--- src/common/gps_pkg.sv ---
// constants and register layout for the bus-shared gpio ports
// Summary of operation
// - address port latch drives output pins; resets zero
// - address port readback: latch if output, else pin
// - address port pull-up bit enables input pull-up
// - address pull-up only when direction 0, bit 1
// - address pull-ups in all modes except 4 and 5
// - output-type bit 1 gives open-drain port output
// - address pins per mode: address, address or input by direction bit, port
// - data pins carry D15-D8 in modes 4-6
// - data port latch drives output pins; resets zero
// - data port readback: latch if output, else pin
// - data port pull-up register, reset zero
// - data pull-ups only on inputs in mode 7 and codes 0-3
// - low-data port is GPIO in 8-bit bus modes
// - 16-bit bus: low-data pins become data lines
package gps_pkg;
    localparam int PORT_W = 8;
    localparam int ADDR_W = 4;
    localparam int MODE_W = 3;
    localparam int SYNC_W = 3 * PORT_W + MODE_W;

    localparam logic [PORT_W-1:0] REG_RESET = 8'h00;
    localparam logic [PORT_W-1:0] ALL_ONES = 8'hFF;

    localparam logic [MODE_W-1:0] MODE_EXT_4 = 3'h4;
    localparam logic [MODE_W-1:0] MODE_EXT_5 = 3'h5;
    localparam logic [MODE_W-1:0] MODE_EXT_6 = 3'h6;
    localparam logic [MODE_W-1:0] MODE_SINGLE_7 = 3'h7;

    localparam logic [ADDR_W-1:0] OFS_ADDR_PORT_DIRECTION = 4'h0;
    localparam logic [ADDR_W-1:0] OFS_ADDR_PORT_OUTPUT_LATCH = 4'h1;
    localparam logic [ADDR_W-1:0] OFS_ADDR_PORT_PIN_STATE = 4'h2;
    localparam logic [ADDR_W-1:0] OFS_ADDR_PORT_PULLUP_CTRL = 4'h3;
    localparam logic [ADDR_W-1:0] OFS_ADDR_PORT_OUTPUT_TYPE = 4'h4;
    localparam logic [ADDR_W-1:0] OFS_DATA_PORT_DIRECTION = 4'h5;
    localparam logic [ADDR_W-1:0] OFS_DATA_PORT_OUTPUT_LATCH = 4'h6;
    localparam logic [ADDR_W-1:0] OFS_DATA_PORT_PIN_STATE = 4'h7;
    localparam logic [ADDR_W-1:0] OFS_DATA_PORT_PULLUP_CTRL = 4'h8;
    localparam logic [ADDR_W-1:0] OFS_LOW_DATA_PORT_DIRECTION = 4'h9;
    localparam logic [ADDR_W-1:0] OFS_LOW_DATA_PORT_OUTPUT_LATCH = 4'hA;
    localparam logic [ADDR_W-1:0] OFS_LOW_DATA_PORT_PIN_STATE = 4'hB;
    localparam logic [ADDR_W-1:0] OFS_LOW_DATA_PORT_PULLUP_CTRL = 4'hC;
endpackage : gps_pkg

--- src/rtl/gps_sync.sv ---
// two-flop synchroniser for pin and mode inputs
`timescale 1ns/10ps
module gps_sync #(
    parameter int W = 8
) (
    input wire logic sys_clk,
    input wire logic arst_n,
    input wire logic [W-1:0] async_in,
    output logic [W-1:0] sync_out
);
    typedef struct packed {
        logic [W-1:0] meta;
        logic [W-1:0] sync;
    } gps_sync_s;

    gps_sync_s st;
    gps_sync_s next_st;

    always_comb begin
        next_st = st;
        next_st.meta = async_in;
        next_st.sync = st.meta;
    end

    always_ff @(posedge sys_clk or negedge arst_n) begin
        if (!arst_n) begin
            st <= '0;
        end else begin
            st <= next_st;
        end
    end

    assign sync_out = st.sync;
endmodule : gps_sync

--- src/rtl/gps_pin_cell.sv ---
// drive and pull-up selection for one shared pin
`timescale 1ns/10ps
module gps_pin_cell (
    input wire logic bus_sel,
    input wire logic bus_out,
    input wire logic bus_oe,
    input wire logic dir,
    input wire logic latch,
    input wire logic open_drain,
    input wire logic pu_allow,
    input wire logic pu_bit,
    output logic pin_o,
    output logic pin_oe,
    output logic pullup_en
);
    always_comb begin
        pin_o = 1'b0;
        pin_oe = 1'b0;
        if (bus_sel) begin
            pin_o = bus_out;
            pin_oe = bus_oe;
        end else if (dir) begin
            if (open_drain) begin
                // open-drain only ever pulls low
                pin_o = 1'b0;
                pin_oe = ~latch;
            end else begin
                pin_o = latch;
                pin_oe = 1'b1;
            end
        end
        pullup_en = pu_allow & ~bus_sel & ~dir & pu_bit;
    end
endmodule : gps_pin_cell

--- src/rtl/gps_ports.sv ---
// address-shared, data-shared and low-data gpio ports with register access
//
// The address-and-strobe port and the register addresses are this design's own decisions.
`timescale 1ns/10ps
module gps_ports (
    input wire logic sys_clk,
    input wire logic arst_n,
    input wire logic [gps_pkg::ADDR_W-1:0] reg_addr,
    input wire logic [gps_pkg::PORT_W-1:0] reg_wdata,
    input wire logic reg_wr,
    input wire logic reg_rd,
    output logic [gps_pkg::PORT_W-1:0] reg_rdata,
    input wire logic [gps_pkg::MODE_W-1:0] mode_pins,
    input wire logic bus_16bit,
    input wire logic [gps_pkg::PORT_W-1:0] bus_addr_low,
    input wire logic [2*gps_pkg::PORT_W-1:0] bus_data_out,
    input wire logic bus_data_oe,
    output logic [2*gps_pkg::PORT_W-1:0] bus_data_in,
    input wire logic [gps_pkg::PORT_W-1:0] addr_port_pin_i,
    output logic [gps_pkg::PORT_W-1:0] addr_port_pin_o,
    output logic [gps_pkg::PORT_W-1:0] addr_port_pin_oe,
    output logic [gps_pkg::PORT_W-1:0] addr_port_pullup_en,
    input wire logic [gps_pkg::PORT_W-1:0] data_port_pin_i,
    output logic [gps_pkg::PORT_W-1:0] data_port_pin_o,
    output logic [gps_pkg::PORT_W-1:0] data_port_pin_oe,
    output logic [gps_pkg::PORT_W-1:0] data_port_pullup_en,
    input wire logic [gps_pkg::PORT_W-1:0] low_data_port_pin_i,
    output logic [gps_pkg::PORT_W-1:0] low_data_port_pin_o,
    output logic [gps_pkg::PORT_W-1:0] low_data_port_pin_oe,
    output logic [gps_pkg::PORT_W-1:0] low_data_port_pullup_en
);
    typedef struct packed {
        logic [gps_pkg::PORT_W-1:0] addr_port_direction;
        logic [gps_pkg::PORT_W-1:0] addr_port_output_latch;
        logic [gps_pkg::PORT_W-1:0] addr_port_pullup_ctrl;
        logic [gps_pkg::PORT_W-1:0] addr_port_output_type;
        logic [gps_pkg::PORT_W-1:0] data_port_direction;
        logic [gps_pkg::PORT_W-1:0] data_port_output_latch;
        logic [gps_pkg::PORT_W-1:0] data_port_pullup_ctrl;
        logic [gps_pkg::PORT_W-1:0] low_data_port_direction;
        logic [gps_pkg::PORT_W-1:0] low_data_port_output_latch;
        logic [gps_pkg::PORT_W-1:0] low_data_port_pullup_ctrl;
        logic [gps_pkg::PORT_W-1:0] rdata;
    } gps_regs_s;

    gps_regs_s st;
    gps_regs_s next_st;

    logic [gps_pkg::SYNC_W-1:0] sync_bus;
    logic [gps_pkg::PORT_W-1:0] addr_pin_sync;
    logic [gps_pkg::PORT_W-1:0] data_pin_sync;
    logic [gps_pkg::PORT_W-1:0] low_pin_sync;
    logic [gps_pkg::MODE_W-1:0] mode;

    logic mode_addr_fixed;
    logic mode_addr_ddr;
    logic mode_data_bus;
    logic low_is_bus;
    logic addr_pu_allow;
    logic data_pu_allow;
    logic low_pu_allow;

    logic [gps_pkg::PORT_W-1:0] addr_bus_sel;
    logic [gps_pkg::PORT_W-1:0] data_bus_sel;
    logic [gps_pkg::PORT_W-1:0] low_bus_sel;
    logic [gps_pkg::PORT_W-1:0] addr_pin_state;
    logic [gps_pkg::PORT_W-1:0] data_pin_state;
    logic [gps_pkg::PORT_W-1:0] low_pin_state;

    // pins and mode straps come from outside the clock domain
    gps_sync #(
        .W(gps_pkg::SYNC_W)
    ) u_sync (
        .sys_clk(sys_clk),
        .arst_n(arst_n),
        .async_in({mode_pins, low_data_port_pin_i, data_port_pin_i, addr_port_pin_i}),
        .sync_out(sync_bus)
    );

    assign addr_pin_sync = sync_bus[gps_pkg::PORT_W-1:0];
    assign data_pin_sync = sync_bus[2*gps_pkg::PORT_W-1:gps_pkg::PORT_W];
    assign low_pin_sync = sync_bus[3*gps_pkg::PORT_W-1:2*gps_pkg::PORT_W];
    assign mode = sync_bus[gps_pkg::SYNC_W-1:3*gps_pkg::PORT_W];

    // mode decode; codes outside 4..7 behave as single-chip
    always_comb begin
        mode_addr_fixed = 1'b0;
        mode_addr_ddr = 1'b0;
        mode_data_bus = 1'b0;
        addr_pu_allow = 1'b0;
        data_pu_allow = 1'b0;
        case (mode)
            gps_pkg::MODE_EXT_4, gps_pkg::MODE_EXT_5: begin
                mode_addr_fixed = 1'b1;
                mode_data_bus = 1'b1;
            end
            gps_pkg::MODE_EXT_6: begin
                mode_addr_ddr = 1'b1;
                mode_data_bus = 1'b1;
                addr_pu_allow = 1'b1;
            end
            gps_pkg::MODE_SINGLE_7: begin
                addr_pu_allow = 1'b1;
                data_pu_allow = 1'b1;
            end
            default: begin
                addr_pu_allow = 1'b1;
                data_pu_allow = 1'b1;
            end
        endcase
    end

    assign low_is_bus = mode_data_bus & bus_16bit;
    assign low_pu_allow = ~low_is_bus;

    // per-bit bus selection
    always_comb begin
        if (mode_addr_fixed) begin
            addr_bus_sel = gps_pkg::ALL_ONES;
        end else if (mode_addr_ddr) begin
            addr_bus_sel = st.addr_port_direction;
        end else begin
            addr_bus_sel = gps_pkg::REG_RESET;
        end
        data_bus_sel = mode_data_bus ? gps_pkg::ALL_ONES : gps_pkg::REG_RESET;
        low_bus_sel = low_is_bus ? gps_pkg::ALL_ONES : gps_pkg::REG_RESET;
    end

    genvar gi;
    generate
        for (gi = 0; gi < gps_pkg::PORT_W; gi = gi + 1) begin : g_bit
            gps_pin_cell u_addr (
                .bus_sel(addr_bus_sel[gi]),
                .bus_out(bus_addr_low[gi]),
                .bus_oe(1'b1),
                .dir(st.addr_port_direction[gi]),
                .latch(st.addr_port_output_latch[gi]),
                .open_drain(st.addr_port_output_type[gi]),
                .pu_allow(addr_pu_allow),
                .pu_bit(st.addr_port_pullup_ctrl[gi]),
                .pin_o(addr_port_pin_o[gi]),
                .pin_oe(addr_port_pin_oe[gi]),
                .pullup_en(addr_port_pullup_en[gi])
            );
            gps_pin_cell u_data (
                .bus_sel(data_bus_sel[gi]),
                .bus_out(bus_data_out[gps_pkg::PORT_W+gi]),
                .bus_oe(bus_data_oe),
                .dir(st.data_port_direction[gi]),
                .latch(st.data_port_output_latch[gi]),
                .open_drain(1'b0),
                .pu_allow(data_pu_allow),
                .pu_bit(st.data_port_pullup_ctrl[gi]),
                .pin_o(data_port_pin_o[gi]),
                .pin_oe(data_port_pin_oe[gi]),
                .pullup_en(data_port_pullup_en[gi])
            );
            gps_pin_cell u_low (
                .bus_sel(low_bus_sel[gi]),
                .bus_out(bus_data_out[gi]),
                .bus_oe(bus_data_oe),
                .dir(st.low_data_port_direction[gi]),
                .latch(st.low_data_port_output_latch[gi]),
                .open_drain(1'b0),
                .pu_allow(low_pu_allow),
                .pu_bit(st.low_data_port_pullup_ctrl[gi]),
                .pin_o(low_data_port_pin_o[gi]),
                .pin_oe(low_data_port_pin_oe[gi]),
                .pullup_en(low_data_port_pullup_en[gi])
            );
        end
    endgenerate

    // readback: latch for output bits, synchronised pin level for input bits
    always_comb begin
        addr_pin_state = (st.addr_port_direction & st.addr_port_output_latch)
            | (~st.addr_port_direction & addr_pin_sync);
        data_pin_state = (st.data_port_direction & st.data_port_output_latch)
            | (~st.data_port_direction & data_pin_sync);
        low_pin_state = (st.low_data_port_direction & st.low_data_port_output_latch)
            | (~st.low_data_port_direction & low_pin_sync);
    end

    // register writes and one-cycle read answer
    always_comb begin
        next_st = st;
        next_st.rdata = gps_pkg::REG_RESET;
        if (reg_wr) begin
            case (reg_addr)
                gps_pkg::OFS_ADDR_PORT_DIRECTION: begin
                    next_st.addr_port_direction = reg_wdata;
                end
                gps_pkg::OFS_ADDR_PORT_OUTPUT_LATCH: begin
                    next_st.addr_port_output_latch = reg_wdata;
                end
                gps_pkg::OFS_ADDR_PORT_PULLUP_CTRL: begin
                    next_st.addr_port_pullup_ctrl = reg_wdata;
                end
                gps_pkg::OFS_ADDR_PORT_OUTPUT_TYPE: begin
                    next_st.addr_port_output_type = reg_wdata;
                end
                gps_pkg::OFS_DATA_PORT_DIRECTION: begin
                    next_st.data_port_direction = reg_wdata;
                end
                gps_pkg::OFS_DATA_PORT_OUTPUT_LATCH: begin
                    next_st.data_port_output_latch = reg_wdata;
                end
                gps_pkg::OFS_DATA_PORT_PULLUP_CTRL: begin
                    next_st.data_port_pullup_ctrl = reg_wdata;
                end
                gps_pkg::OFS_LOW_DATA_PORT_DIRECTION: begin
                    next_st.low_data_port_direction = reg_wdata;
                end
                gps_pkg::OFS_LOW_DATA_PORT_OUTPUT_LATCH: begin
                    next_st.low_data_port_output_latch = reg_wdata;
                end
                gps_pkg::OFS_LOW_DATA_PORT_PULLUP_CTRL: begin
                    next_st.low_data_port_pullup_ctrl = reg_wdata;
                end
                default: begin
                    next_st.rdata = gps_pkg::REG_RESET;
                end
            endcase
        end
        // direction registers are write-only and read as zero
        if (reg_rd) begin
            case (reg_addr)
                gps_pkg::OFS_ADDR_PORT_OUTPUT_LATCH: begin
                    next_st.rdata = st.addr_port_output_latch;
                end
                gps_pkg::OFS_ADDR_PORT_PIN_STATE: begin
                    next_st.rdata = addr_pin_state;
                end
                gps_pkg::OFS_ADDR_PORT_PULLUP_CTRL: begin
                    next_st.rdata = st.addr_port_pullup_ctrl;
                end
                gps_pkg::OFS_ADDR_PORT_OUTPUT_TYPE: begin
                    next_st.rdata = st.addr_port_output_type;
                end
                gps_pkg::OFS_DATA_PORT_OUTPUT_LATCH: begin
                    next_st.rdata = st.data_port_output_latch;
                end
                gps_pkg::OFS_DATA_PORT_PIN_STATE: begin
                    next_st.rdata = data_pin_state;
                end
                gps_pkg::OFS_DATA_PORT_PULLUP_CTRL: begin
                    next_st.rdata = st.data_port_pullup_ctrl;
                end
                gps_pkg::OFS_LOW_DATA_PORT_OUTPUT_LATCH: begin
                    next_st.rdata = st.low_data_port_output_latch;
                end
                gps_pkg::OFS_LOW_DATA_PORT_PIN_STATE: begin
                    next_st.rdata = low_pin_state;
                end
                gps_pkg::OFS_LOW_DATA_PORT_PULLUP_CTRL: begin
                    next_st.rdata = st.low_data_port_pullup_ctrl;
                end
                default: begin
                    next_st.rdata = gps_pkg::REG_RESET;
                end
            endcase
        end
    end

    always_ff @(posedge sys_clk or negedge arst_n) begin
        if (!arst_n) begin
            st <= '0;
        end else begin
            st <= next_st;
        end
    end

    assign reg_rdata = st.rdata;
    // data bus input path: upper byte from data port, lower from low-data port
    assign bus_data_in = {data_pin_sync, low_pin_sync};
endmodule : gps_ports

--- config.mk ---
export PLATFORM = sky130hd
export DESIGN_NAME = gps_ports
export DESIGN_NICKNAME = d
export VERILOG_FILES = /design/src/common/gps_pkg.sv /design/src/rtl/gps_sync.sv /design/src/rtl/gps_pin_cell.sv /design/src/rtl/gps_ports.sv
export SDC_FILE = /design/constraint.sdc
export NUM_CORES = 1
export LEC_CHECK = 0
export ABC_AREA = 1
export BUFFER_PORTS_ARGS = -buffer_cell sky130_fd_sc_hd__buf_4
export CORE_ASPECT_RATIO = 1.1
export CORE_MARGIN = 5
export CORE_UTILIZATION = 45
export DETAILED_ROUTE_END_ITERATION = 7
export PLACE_DENSITY = 0.69
export SYNTH_ARGS = -nofsm -noshare
export SYNTH_HDL_FRONTEND = slang
export SYNTH_SLANG_ARGS = --single-unit
--- constraint.sdc ---
create_clock -name sys_clk -period 3.5 [get_ports sys_clk]
set_input_delay 0.35 -clock sys_clk [delete_from_list [all_inputs] [get_ports sys_clk]]
set_output_delay 0.35 -clock sys_clk [all_outputs]
set_load 0.02 [all_outputs]
# After elaboration in Yosys (flattened, before gate mapping)
# Cells that the tools add are included.
[word_totals]
mem_count = 0
ff_bits = 142
out_inout_bits = 96
rom_bits = 0
latch_bits = 0
wordCells = 306
ramBits = 0
[classes]
n_eq_ne = 15
mux = 123
n_mul = 0
shifts = 0
n_addsub = 0
order_cmp = 0
n_reduce_logical = 13
n_div = 0
n_bitwise = 142
[ops]
columns = ["operator", "count"]
rows = [
  ["$mux W1", 117],
  ["$pmux W8 S10", 1],
  ["$and A1 B1 Y1", 73],
  ["$not A1 Y1", 57],
  ["$and A8 B8 Y8", 6],
  ["$mux W8", 5],
  ["$not A8 Y8", 3],
  ["$or A8 B8 Y8", 3],
  ["$eq A4 B4 Y1 const B", 5],
  ["$reduce_and A2 Y1", 10],
  ["$eq A4 B3 Y1 const B", 4],
  ["$eq A3 B3 Y1 const B", 3],
  ["$eq A4 B2 Y1 const B", 2],
  ["$eq A4 B1 Y1 const B", 1],
  ["$logic_not A4 Y1", 1],
  ["$reduce_or A3 Y1", 1],
  ["$reduce_or A2 Y1", 1],
]

# Logic depth before layout (Yosys ltp)
# Gate-level depths: netlist of the first run.
[logic_depth]
word_depth = 9
mapped_depth = 9
depth_no_buf = 9

# Cells and area by module
# A second synthesis of the first run with hierarchy kept.
[unflattened]
cells_unflattened = 966
hier_area_um2 = 7050.5
[by_module_without_submodules]
columns = ["mod", "seq_area_each_um2", "cells_per_inst", "area_per_inst_um2", "n_inst"]
rows = [
  ["gps_ports", 2202.1, 600, 4438.0, 1],
  ["gps_sync", 1351.3, 54, 1351.3, 1],
  ["gps_pin_cell", 0.0, 13, 52.6, 24],
]

# Worst setup path before layout of the first run
# Ideal clock, no wire load.
[synth_path]
path_type = "register -> output"
startpoint = "register u_sync.st, in the netlist u_sync.sync_out[25]"
endpoint = "output port low_data_port_pin_o[0] in the netlist's numbering"
path_stages_with_launch = 10
setup_slack_ns = 1.800
arrival_time_ns = 1.350
path_buffers = 2
path_cell_list = "dfrtp_1 > nand2_1 > nand2_1 > clkinv_1 > nand2_2 > inv_1 > clkbuf_1 > nand2_1 > o21ai_0 > buf_4"
[synth_between]
elab_chain_cells = 6
[synth_lines]
columns = ["item", "line", "rtl"]
rows = [
  ["start: declaration", "gps_sync.sv:16", "gps_sync_s st;"],
  ["start signal: assignment", "gps_sync.sv:29", "st <= next_st;"],
  ["$eq A3 B3 Y1", "gps_ports.sv:92", "case (mode)"],
  ["$reduce_or A3 Y1 (no source line) (*)", "-", ""],
  ["$mux W1 (*)", "gps_ports.sv:92", ""],
  ["$and A1 B1 Y1 (*)", "gps_ports.sv:113", "assign low_is_bus = mode_data_bus & bus_16bit;"],
  ["$mux W8 (*)", "gps_ports.sv:126", "low_bus_sel = low_is_bus ? gps_pkg::ALL_ONES : gps_pkg::REG_RESET;"],
  ["$mux W1 (*)", "gps_pin_cell.sv:19", "if (bus_sel) begin"],
  ["end: declaration", "gps_ports.sv:28", "output logic [gps_pkg::PORT_W-1:0] low_data_port_pin_o,"],
]
# Mark *: on every way between the ends. The rest lies on a longest branch, timed or not.

# Final worst setup path of the first run
[layout_path]
startpoint = "register u_sync.st, in the netlist u_sync.sync_out[25]"
endpoint = "output port low_data_port_pin_oe[7] in the netlist's numbering"
[layout_between]
elab_chain_cells = 6
[layout_lines]
columns = ["item", "line", "rtl"]
rows = [
  ["$eq A3 B3 Y1", "gps_ports.sv:92", ""],
  ["$reduce_or A3 Y1 (no source line) (*)", "-", ""],
  ["$mux W1 (*)", "gps_ports.sv:92", ""],
  ["$and A1 B1 Y1 (*)", "gps_ports.sv:113", ""],
  ["$mux W8 (*)", "gps_ports.sv:126", ""],
  ["$mux W1 (*)", "gps_pin_cell.sv:19", ""],
  ["end: declaration", "gps_ports.sv:29", "output logic [gps_pkg::PORT_W-1:0] low_data_port_pin_oe,"],
]
# Marked as above.

==> impl.org, run 1 <==
** Die
- For this configuration, the core starts out at a cell density of 0.4614.
- Die Y :: 140.8 um
- The floorplan has 47 rows.
- Die outline area :: 0.01815 sq mm
- After floorplanning, the core was sized to cover 0.01517 sq mm.
- Boundary pin count :: 165
- The die is 128.9 um wide.

** Pwr
- In this run the static leakage power is 4.434 nW.
- VDD sags by at most 0.4539 mV.
- Final Total Pwr :: 5.141 mW
- Cell Pwr Density :: 612.9 mW/mm^2

** Detailed routing
- Detailed-route via count :: 5768
- After detailed routing, the number of vias per cell comes to 5.007.
- Starting DRC count in detailed routing :: 520
- Dividing the detail-routed wire length by the instance count gives 16.38 um.
- Once detail routing completed, the nets flagged for antenna violations numbered 0.
- The final layout contains routed wiring with a total length of 18.87 mm.
- Count of TritonRoute iterations in the first routing pass :: 5
- Drc violations :: 0

** Timing
- Headroom to the max-slew limit came out at 0.3174.
- Static timing analysis puts the maximum clock frequency at 379.4 MHz.
- Post-Route Setup TNS :: 0 ns
- Setup violations, final :: 0
- Final Max Tran Viols :: 0
- The worst path needs 2.636 ns of the cycle, external delays included.
- Final period util :: 0.7531
- Post-route worst hold slack :: -0.02086 ns
- RSZ-0062 raised after global routing :: false
- Least-Margin Pin Slew :: 1.020 ns
- Final clock skew :: 0.007308 ns
- The final number of hold-violating endpoints was 19.

** Setup path
- Data arrival time of the worst path :: 2.29 ns
- Endpoint of the worst register-to-register path :: reg_rdata[6]$_DFF_PN0_
- CP peak stage delay :: 0.48 ns
- Launching element type of the critical path :: flop
- Family of cells with the greatest summed delay on the critical path :: buffers and inverters
- The worst register-to-register path begins at st[22]$_DFFE_PN0P_.
- Kind of end point of the critical path :: output pin
- Number of cells on the worst reg-to-reg path :: 8
- The worst setup path is of the flop to output pin kind.
- CP Max Fanout :: 25
- Library cell appearing most often on the critical path :: sky130_fd_sc_hd__nand2_1
- Cell with the biggest individual delay on the critical path :: sky130_fd_sc_hd__inv_1
- Together, buffers and inverters on the worst path number 3.
- Worst-case register-to-register setup slack :: 2.31 ns
- Data on the critical path is required at its endpoint by 3.15 ns.
- The signal on the critical path passes through nand2_1 -> nand2_1 -> clkinv_1 -> nand2_2 -> inv_1 -> nand2_1 -> o21ai_0 -> buf_4.

** Synth
- Yosys printed 0 warnings.
- Proportion of netlist area held by the largest area contributor :: 0.5076
- The most used flip-flop cell after synthesis is sky130_fd_sc_hd__dfrtp_1.
- Synthesis produced a netlist with a net count of 935.
- After synthesis, the share of cell area in mux cells is 0.
- Post-synth EDFFs :: 0
- Adder and majority gate portion of the synthesized area :: 0
- XOR/XNOR Fraction of Synth Area :: 0
- Of the synthesized area, sequential elements account for 0.5076.
- Of the total synthesized cell area, the portion taken by AND, OR, NAND and NOR gates is 0.2436.
- The biggest area contributor in the post-synthesis netlist is sky130_fd_sc_hd__dfrtp_1.
- The synthesized design contains 142 register bits.
- In this run the cell area of the synthesized design comes to 0.007000 sq mm.
- For this run, asynchronously set or reset flops after synthesis account for 1.000.
- The cell count after synthesis came out at 866.
- After synthesis, the largest family of logic cells by area is simple AND/OR/NAND/NOR gates.
- Top cells by area in the synthesized netlist :: sky130_fd_sc_hd__dfrtp_1 (51%), sky130_fd_sc_hd__nand2_1 (15%), sky130_fd_sc_hd__buf_4 (9.8%), sky130_fd_sc_hd__o21ai_0 (7.4%), sky130_fd_sc_hd__nand3_1 (4.2%)
- Yosys mapped the design onto 20 distinct sky130hd cell types.
- The area fraction in compound gates after synthesis is 0.1001.
- Avg Inst Size Synth :: 8.084 sq um

** GRT
- The via count of the first global-routing pass is 5749.
- In the global route stage, overall resource usage came out at 0.2124.
- First-pass GRT wire length :: 29.95 mm
- Total congestion overflow :: 0
- The number of antenna violations at the first check in global routing is 0.
- Pin count of the biggest net entering global routing :: 88

** Clock tree
- The longest clock path from root to sink contains 2 buffers.
- The clock tree synthesis step divided the H-tree into 4 levels.
- CTS tree :: built
- Resized cells post-CTS :: 0
- After clock tree synthesis, the flow added hold-fix buffers numbering 0.
- Number of buffers added by the clock tree synthesis step :: 17
- The clock drives 142 sinks.
- Post-CTS timing repair inserted 0 buffers for setup.
- Clock-pin slew was measured on the worst setup and hold paths at 0.05 ns.
- Source-to-sink clock delay at the later pin of the worst-skew pair :: 0.42 ns
- CTS Root Buffer Type :: sky130_fd_sc_hd__clkbuf_16

** Min path
- Min-Delay Path Class :: input port to asynchronous set/reset pin

** Flow run
- Number of maximum-capacitance violations :: 0

** Final layout
- Fraction of final layout cells sized beyond drive strength 1 :: 0.2207
- Filler instances :: 1467
- Commonest non-fill, non-tap cell in the layout :: sky130_fd_sc_hd__nand2_1
- The number of antenna diodes in the final layout is 0.
- Relative to the synthesized area, the layout overhead comes to 19.82%.
- Most frequent cells in the layout :: sky130_fd_sc_hd__nand2_1 (271), sky130_fd_sc_hd__buf_4 (167), sky130_fd_sc_hd__dfrtp_1 (142)
- Nets :: 1013

** Outcome
- The flow ran to the end, but the final reports show violations.
- The final reports fail on hold timing.

** Placement
- At the end of routability-driven placement, the weighted congestion stood at 0.9099.
- Quantity of I/O buffers inserted on ports :: 164
- HPWL after DPL :: 13.87 mm
[through the flow]
step	instances	area, sq um	util	hold WS, ns	worst slack (ns)
after floorplan	866	7000	-	0.05441	1.800
after global placement	1121	7767	0.5120	0.3317	1.416
after detailed placement	1121	7767	0.5120	0.3347	1.343
after CTS	1152	8388	0.5529	0.01784	0.8874
after global routing	1152	8388	0.5529	0.01396	0.6489
final	1152	8388	0.5529	-0.02086	0.8640
[report_power, final]
part / switching, mW / total, mW / internal, mW
clock: 0.683 / 1.91 / 1.22
combinational: 0.708 / 1.15 / 0.446
sequential: 0.195 / 2.08 / 1.89
total: 1.59 / 5.14 / 3.55
[how the worst max path moves through the flow]
stage,startpoint,end,cells after the start
5_1_grt,u_sync.sync_out[25]$_DFF_PN0_,low_data_port_pin_oe[5],8
6_report,u_sync.sync_out[25]$_DFF_PN0_,low_data_port_pin_oe[7],8
4_1_cts,u_sync.sync_out[25]$_DFF_PN0_,low_data_port_pin_oe[6],8
3_5_place_dp,u_sync.sync_out[25]$_DFF_PN0_,low_data_port_pin_oe[3],8
3_3_place_gp,u_sync.sync_out[25]$_DFF_PN0_,low_data_port_pin_oe[6],8
2_1_floorplan,u_sync.sync_out[25]$_DFF_PN0_,low_data_port_pin_o[0],9
[cells in the mapped netlist (2+ instances only)]
master and n:
sky130_fd_sc_hd__dfrtp_1 142, sky130_fd_sc_hd__o31ai_1 8, sky130_fd_sc_hd__nor2_4 4, sky130_fd_sc_hd__a21oi_1 24, sky130_fd_sc_hd__nor3_4 4, sky130_fd_sc_hd__buf_2 7
sky130_fd_sc_hd__nand3_1 59, sky130_fd_sc_hd__o21ai_0 104, sky130_fd_sc_hd__nor2_1 54, sky130_fd_sc_hd__buf_4 91, sky130_fd_sc_hd__and3_1 8, sky130_fd_sc_hd__clkinv_1 2
sky130_fd_sc_hd__inv_1 71, sky130_fd_sc_hd__nand2_1 271, sky130_fd_sc_hd__clkbuf_1 12
[logic make-up after synthesis]
family                 Yosys count
AO/OA/AOI/OAI                  136
flip-flops                     142
buffers and inverters          184
AND/OR/NAND/NOR                404
[flip-flops by register name, summed over array words and instances (netlist names)]
signal           flops
reg_rdata            8
u_sync.next_st      27
st                  80
u_sync.sync_out     27
[layer usage]
metal | wire (um) | vias to the layer above | global-route usage
met5 | 0 | - | 0
met4 | 337 | 0 | 0.06247
met3 | 1360 | 22 | 0.05373
met2 | 9042 | 203 | 0.3403
met1 | 8126 | 2719 | 0.2855
li1 | - | 2824 | -
[final cells by class]
type                       count  area (sq um)  area share
clock buffer                  20         456.7     0.05445
clock inverter                11         163.9     0.01954
inverter                      74         277.8     0.03311
multi-input combinational    540          2406      0.2868
sequential                   142          3553      0.4236
tap                          196         245.2     0.02924
timing repair buffer         169          1285      0.1532
(Power assumes the default switching activity.)
==> run 2: changes to the inputs <==
--- a/config.mk
+++ b/config.mk
@@ -11,7 +11,7 @@
 export CORE_MARGIN = 5
 export CORE_UTILIZATION = 45
 export DETAILED_ROUTE_END_ITERATION = 7
-export PLACE_DENSITY = 0.69
+export PLACE_DENSITY = 0.71
 export SYNTH_ARGS = -nofsm -noshare
 export SYNTH_HDL_FRONTEND = slang
 export SYNTH_SLANG_ARGS = --single-unit
==> constraint.sdc (replaced) <==
create_clock -name sys_clk -period 2.1 [get_ports sys_clk]
set_input_delay 0.21 -clock sys_clk [delete_from_list [all_inputs] [get_ports sys_clk]]
set_output_delay 0.21 -clock sys_clk [all_outputs]
set_load 0.02 [all_outputs]
==> impl.org, run 2 (synthesis results as in run 1) <==
** Timing
- Setup repair after global routing left no endpoint under its margin.
- Least-Margin Pin Slew :: 0.6395 ns
- Setup violations, final :: 0
- Final clock skew :: 0.006898 ns
- Final period util :: 0.9390
- In the post-route analysis, the smallest setup slack over all paths is 0.1281 ns.
- Subtracting the final worst setup slack from the clock period gives 1.972 ns.
- Number of failing hold endpoints at the final stage :: 0
- Max-slew headroom at the worst pin :: 0.5723
- Timing would allow up to 507.1 MHz.
- Final Max Tran Viols :: 0

** Final layout
- The number of antenna diodes in the final layout is 0.
- In the final layout, the share of cells above drive strength 1 is 0.2259.
- st holds more flip-flops than any other register.
- Most frequent cells in the layout :: sky130_fd_sc_hd__nand2_1 (268), sky130_fd_sc_hd__buf_4 (173), sky130_fd_sc_hd__dfrtp_1 (142)
- Final design instance area without fill :: 0.008721 sq mm
- Largest register FFs :: 80
- Relative to the synthesized area, the layout overhead comes to 24.58%.
- Filler instances :: 1409
- Commonest non-fill, non-tap cell in the layout :: sky130_fd_sc_hd__nand2_1
- Nets :: 1052
- Final cell utilization of the core :: 0.5748

** Setup path
- STA classifies the critical path startpoint as a flop.
- STA puts the critical path data arrival time at 1.76 ns.
- In this run the worst path has a maximum fanout of 33.
- For the worst setup path, the data required time is 1.89 ns.
- Endpoint of the worst register-to-register path :: reg_rdata[6]$_DFF_PN0_
- The number of cells on the worst reg-to-reg path is 8.
- Kind of end point of the critical path :: output pin
- Worst-case register-to-register setup slack :: 0.87 ns
- The setup path with the least slack is of type flop to output pin.
- The startpoint identified for the worst register-to-register timing path is st[22]$_DFFE_PN0P_.

** Placement
- The congestion estimate from routability-driven global placement came to 0.8932.
- Post-Place Setup Slack :: 0.1774 ns
- The HPWL after detailed placement is 14.22 mm.
- Quantity of I/O buffers inserted on ports :: 164
- After detailed placement, the total cell area comes to 0.007833 sq mm.

** Outcome
- The flow ran to the end, and the final reports show no timing, DRC or antenna violations.

** Die
- Die Y :: 140.8 um
- Die width :: 128.9 um
- Placement Rows :: 47
- Area of the core :: 0.01517 sq mm
- Initial Utilization :: 0.4614
- The die covers 0.01815 sq mm.
- Boundary pin count :: 165

** Detailed routing
- Wire length per cell :: 16.24 um
- Detailed Route WL :: 19.35 mm
- Drc violations :: 0
- After the first detailed-routing iteration, the DRC count stood at 472.
- Dividing the detail-routed via count by the number of cells gives 5.046.
- Detailed-route via count :: 6015
- For this run, the detailed router's first-pass iteration total came to 6.
- Antenna viol nets, final :: 0

** Min path
- Number of cells traversed by the worst hold path :: 3
- The startpoint identified for the worst hold timing path is reg_wdata[5].
- The worst hold path terminates at st[53]$_DFFE_PN0P_.
- The tightest min-delay check is of the input port to flop type.

** Clock tree
- CTS tree :: built
- In this run, CTS created clock tree buffers numbering 17.
- No sink is reached through more buffers than the 2 on the longest clock path.
- After clock tree synthesis, the clock-pin slew on the worst setup and hold paths is 0.05 ns.
- Source-to-sink clock delay at the later pin of the worst-skew pair :: 0.42 ns
- CTS Root Buffer Type :: sky130_fd_sc_hd__clkbuf_16
- The H-tree generated during clock tree synthesis spans 4 levels.
- Clock tree synthesis found a total of 142 sinks.

** Pwr
- The worst-case IR drop observed on VDD is 0.5618 mV.
- Pleak :: 4.584 nW
- For this design the ratio of total power to cell area is 952.8 mW/mm^2.
- Final Total Pwr :: 8.309 mW

** GRT
- After global routing the overflow that remains totals 0.
- First-pass GRT wire length :: 31.22 mm
- Entering global routing, the biggest net connects 53 pins.
- The number of antenna violations at the first check in global routing is 0.
- GRT Resource Usage Total :: 0.2210
- Via count of the first global-routing pass :: 6002

** Flow run
- Across the run, the number of max-cap violations was 0.
==> run 2: power by group <==
group          switching, mW  leakage [nW]  internal, mW
sequential             0.333          1.72          3.14
clock                   1.10         0.281          1.74
combinational           1.20          2.58         0.793
total                   2.63          4.58          5.68
==> run 2: repair_timing <==
action / CTS / global route
gates resized for setup: 6 / 11
cloned: 2 / 1
setup buffers: 0 / 1
pin swaps: 0 / 1
endpoints found under the setup margin: 21 / 40
endpoints found under the hold margin: 71 / 0
hold buffers: 28 / 0
==> run 2: how the worst max path moves through the flow <==
| stage | depth (start not counted) | startpoint | to |
|---|---|---|---|
| 2_1_floorplan | 9 | u_sync.sync_out[25]$_DFF_PN0_ | low_data_port_pin_o[0] |
| 3_3_place_gp | 8 | u_sync.sync_out[25]$_DFF_PN0_ | low_data_port_pin_oe[2] |
| 3_5_place_dp | 8 | u_sync.sync_out[25]$_DFF_PN0_ | low_data_port_pin_oe[1] |
| 4_1_cts | 5 | u_sync.sync_out[24]$_DFF_PN0_ | addr_port_pin_o[5] |
| 5_1_grt | 7 | u_sync.sync_out[25]$_DFF_PN0_ | low_data_port_pin_o[7] |
| 6_report | 7 | u_sync.sync_out[25]$_DFF_PN0_ | data_port_pin_oe[6] |
==> run 2: layout make-up <==
| class | count | area [sq um] | share of cell area |
|---|---|---|---|
| Multi-Input combinational cell | 540 | 2424 | 0.2779 |
| Tap cell | 196 | 245.2 | 0.02812 |
| Clock inverter | 7 | 60.06 | 0.006887 |
| Inverter | 74 | 281.5 | 0.03228 |
| Clock buffer | 25 | 495.5 | 0.05681 |
| Timing Repair inverter | 3 | 20.02 | 0.002296 |
| Sequential cell | 142 | 3553 | 0.4075 |
| Timing Repair Buffer | 205 | 1642 | 0.1882 |
==> run 2: metal layers <==
layer / routed length, um / track usage / share of wire
met4: 585 / 0.09176 / 0.030
met2: 9166 / 0.3412 / 0.47
met3: 1478 / 0.05827 / 0.076
met1: 8123 / 0.2956 / 0.42
met5: 0 / 0 / 0
==> run 2: metrics by stage <==
stage	cells	TNS [ns]	hold WS (ns)
2_1_floorplan	866	0	-0.08559
3_3_place_gp	1128	0	0.1764
3_5_place_dp	1128	0	0.1792
4_1_cts	1190	-0.3069	0.01521
5_1_grt	1192	0	0.03652
6_report	1192	0	0.03062
==> run 2: worst max-delay path, stage by stage (launching register included) <==
cell and delay [ns]:
sky130_fd_sc_hd__dfrtp_1 0.40, sky130_fd_sc_hd__nand2_1 0.07, sky130_fd_sc_hd__nand2_1 0.05, sky130_fd_sc_hd__inv_2 0.10, sky130_fd_sc_hd__buf_6 0.23, sky130_fd_sc_hd__nand2_2 0.15
sky130_fd_sc_hd__o21ai_0 0.14, sky130_fd_sc_hd__buf_4 0.19
==> run 3: changes to the inputs <==
--- a/config.mk
+++ b/config.mk
@@ -12,6 +12,7 @@
 export CORE_UTILIZATION = 45
 export DETAILED_ROUTE_END_ITERATION = 7
 export PLACE_DENSITY = 0.71
+export SETUP_SLACK_MARGIN = 0.3
 export SYNTH_ARGS = -nofsm -noshare
 export SYNTH_HDL_FRONTEND = slang
 export SYNTH_SLANG_ARGS = --single-unit
==> impl.org, run 3 (synthesis results as in run 1) <==
** Pwr
- Share of power burned in the clock network :: 0.337
- For this design the ratio of total power to cell area is 938.2 mW/mm^2.
- Pleak :: 4.658 nW
- The share of total power dissipated in sequential elements is 0.414.
- Internal power comes to 5.724 mW.
- The share of total power dissipated in combinational logic is 0.249.
- Of the total power, the share spent switching nets is 0.3192.
- Peak VDD IR :: 0.5597 mV
- Power comes to 8.407 mW.
- For this design the total switching power over the nets is 2.684 mW.

** Setup path
- Data arrival time of the worst path :: 1.75 ns
- Endpoint of the worst register-to-register path :: reg_rdata[6]$_DFF_PN0_
- The most critical setup path has its startpoint at u_sync.sync_out[24]$_DFF_PN0_.
- Kind of end point of the critical path :: output pin
- Required @ worst endpoint :: 1.89 ns
- Number of cells on the worst reg-to-reg path :: 8
- Across all register-to-register paths, the minimum setup slack is 0.87 ns.
- Startpoint of the worst register-to-register path :: st[22]$_DFFE_PN0P_
- Of all nets on the critical path, the largest fanout is 8.
- The critical path is of the flop to output pin type.
- The worst setup path is launched from a flop.
- Following the worst setup path forward leads to its endpoint at addr_port_pin_o[5].

** GRT
- GRT Resource Usage Total :: 0.2234
- The via count of the first global-routing pass was 6072.
- Number of antenna violations at the first check in global routing :: 0
- Total congestion overflow :: 0
- Pin count of the biggest net entering global routing :: 53
- The first global-routing pass estimated 31.55 mm of wire.

** Final layout
- Most frequent cells in the layout :: sky130_fd_sc_hd__nand2_1 (265), sky130_fd_sc_hd__buf_4 (171), sky130_fd_sc_hd__dfrtp_1 (142)
- Fraction of final layout cells sized beyond drive strength 1 :: 0.2488
- 0 antenna diodes ended up in the layout.
- For this run, the post-layout net count is 1057.
- Ranked by flip-flop count, first place goes to st.
- Filler instances :: 1384
- The register with the most flip-flops in the layout has 80 of them.
- Area Growth Syn to Fin :: 28.01%
- Commonest non-fill, non-tap cell in the layout :: sky130_fd_sc_hd__nand2_1

** Timing
- Post-route worst hold slack :: 0.03220 ns
- The final number of hold-violating endpoints came to 0.
- Setup repair after global routing could not meet its margin everywhere.
- In this run the tightest slew margin relative to its limit is 0.5709.
- The clock period could shrink to 1.955 ns.
- Final period util :: 0.9310
- Setup violations remaining at the end of the flow were counted as 0.
- Final clock skew :: 0.006751 ns
- Final Max Tran Viols :: 0
- Highest achievable clock rate :: 511.5 MHz
- Post-Route Setup TNS :: 0 ns
- Least-Margin Pin Slew :: 0.6416 ns

** Clock tree
- CTS placed an instance of sky130_fd_sc_hd__clkbuf_16 at the clock tree root.
- The clock net in this run drives a total of 142 sinks.
- The clock tree synthesis step divided the H-tree into 4 levels.
- Source-to-sink clock delay at the later pin of the worst-skew pair :: 0.42 ns
- TritonCTS built the clock tree.
- TritonCTS created 17 clock buffers.
- Buffers from clock root to sink, at most :: 2
- Clock-pin slew was measured on the worst setup and hold paths at 0.06 ns.

** Placement
- Routability-driven placement finished with a final weighted congestion of 0.8932.
- Quantity of I/O buffers inserted on ports :: 164
- HPWL after DPL :: 14.22 mm

** Outcome
- Result of the run :: finished, final reports clean

** Detailed routing
- The pre-antenna-repair detailed-routing pass consisted of 5 iterations.
- Antenna viol nets, final :: 0
- Detailed-route via count :: 5991
- Starting DRC count in detailed routing :: 461
- In the final routed layout, each cell accounts on average for 16.41 um.
- After detailed routing, the total wire length is 19.64 mm.
- Detailed-route vias per instance :: 5.005
- For this run, design rule violations remaining after detail routing come to 0.

** Die
- In this run the count of I/O pins placed on the die edge is 165.
- The die covers 0.01815 sq mm.
- Die Y :: 140.8 um
- Initial Utilization :: 0.4614
- Placement Rows :: 47
- The die is 128.9 um wide.
- The core region is 0.01517 sq mm.

** Min path
- Min-Delay Path Class :: input port to flop
- In this run the most critical hold path is launched from reg_wdata[3].

** Flow run
- Number of maximum-capacitance violations :: 0
run 3: cell count changes in the layout (fill, tap and decap cells not counted), sizes merged:
cell,delta
clkinv,+1
buf,+5
inv,-1
run 3: critical path, cell delays in order, from the launching register on:
cell	delay, ns
sky130_fd_sc_hd__dfrtp_1	0.37
sky130_fd_sc_hd__nand3b_1	0.20
sky130_fd_sc_hd__buf_12	0.19
sky130_fd_sc_hd__o21ai_4	0.17
sky130_fd_sc_hd__nand2_1	0.11
sky130_fd_sc_hd__o31ai_2	0.09
sky130_fd_sc_hd__buf_4	0.19
run 3: per-stage QoR:
step	util	instance area [sq um]	cells	setup WS, ns
after floorplan	-	7000	866	0.5398
after global placement	0.5162	7833	1128	0.2641
after detailed placement	0.5162	7833	1128	0.1774
after CTS	0.5856	8885	1196	0.1417
after global routing	0.5906	8961	1197	0.05529
final	0.5906	8961	1197	0.1448
run 3: routing by layer:
layer	vias to the layer above	track usage	routed length (um)
met5	-	0	0
met4	0	0.09287	637
met3	46	0.05865	1520
met2	234	0.3472	9351
met1	2795	0.2968	8134
li1	2916	-	-
run 3: how the worst min path moves through the flow:
stage	end	slack, ns	depth (start not counted)
2_1_floorplan	reg_rdata[0]$_DFF_PN0_	-0.09	0
3_3_place_gp	u_sync.next_st[25]$_DFF_PN0_	0.18	1
3_5_place_dp	u_sync.next_st[25]$_DFF_PN0_	0.18	1
4_1_cts	st[27]$_DFFE_PN0P_	0.02	3
5_1_grt	st[53]$_DFFE_PN0P_	0.04	3
6_report	st[27]$_DFFE_PN0P_	0.03	3
run 3: timing repair:
item / CTS / global route
gates cloned: 3 / 0
gates resized for setup: 48 / 25
setup buffers: 5 / 1
hold buffers: 28 / 0
hold endpoints to repair: 71 / 0
setup endpoints to repair: 57 / 56
pin swaps: 7 / 5
run 3: power groups by stage:
stage	sequential [mW]	combinational, mW	clock (mW)
after CTS	3.47	2.06	2.89
after floorplan	3.42	1.45	0
after global placement	3.50	1.91	0
final	3.48	2.09	2.84
after global routing	3.53	2.32	2.98
after detailed placement	3.51	1.94	0
run 3: layout make-up:
cell class                      count  area, sq um  area share
Inverter                           74        286.5     0.03197
Timing Repair Buffer              210         1723      0.1923
Timing Repair inverter              3        22.52    0.002513
Clock buffer                       25        495.5     0.05529
Multi-Input combinational cell    540         2575      0.2874
Sequential cell                   142         3553      0.3965
Tap cell                          196        245.2     0.02737
Clock inverter                      7        60.06    0.006702
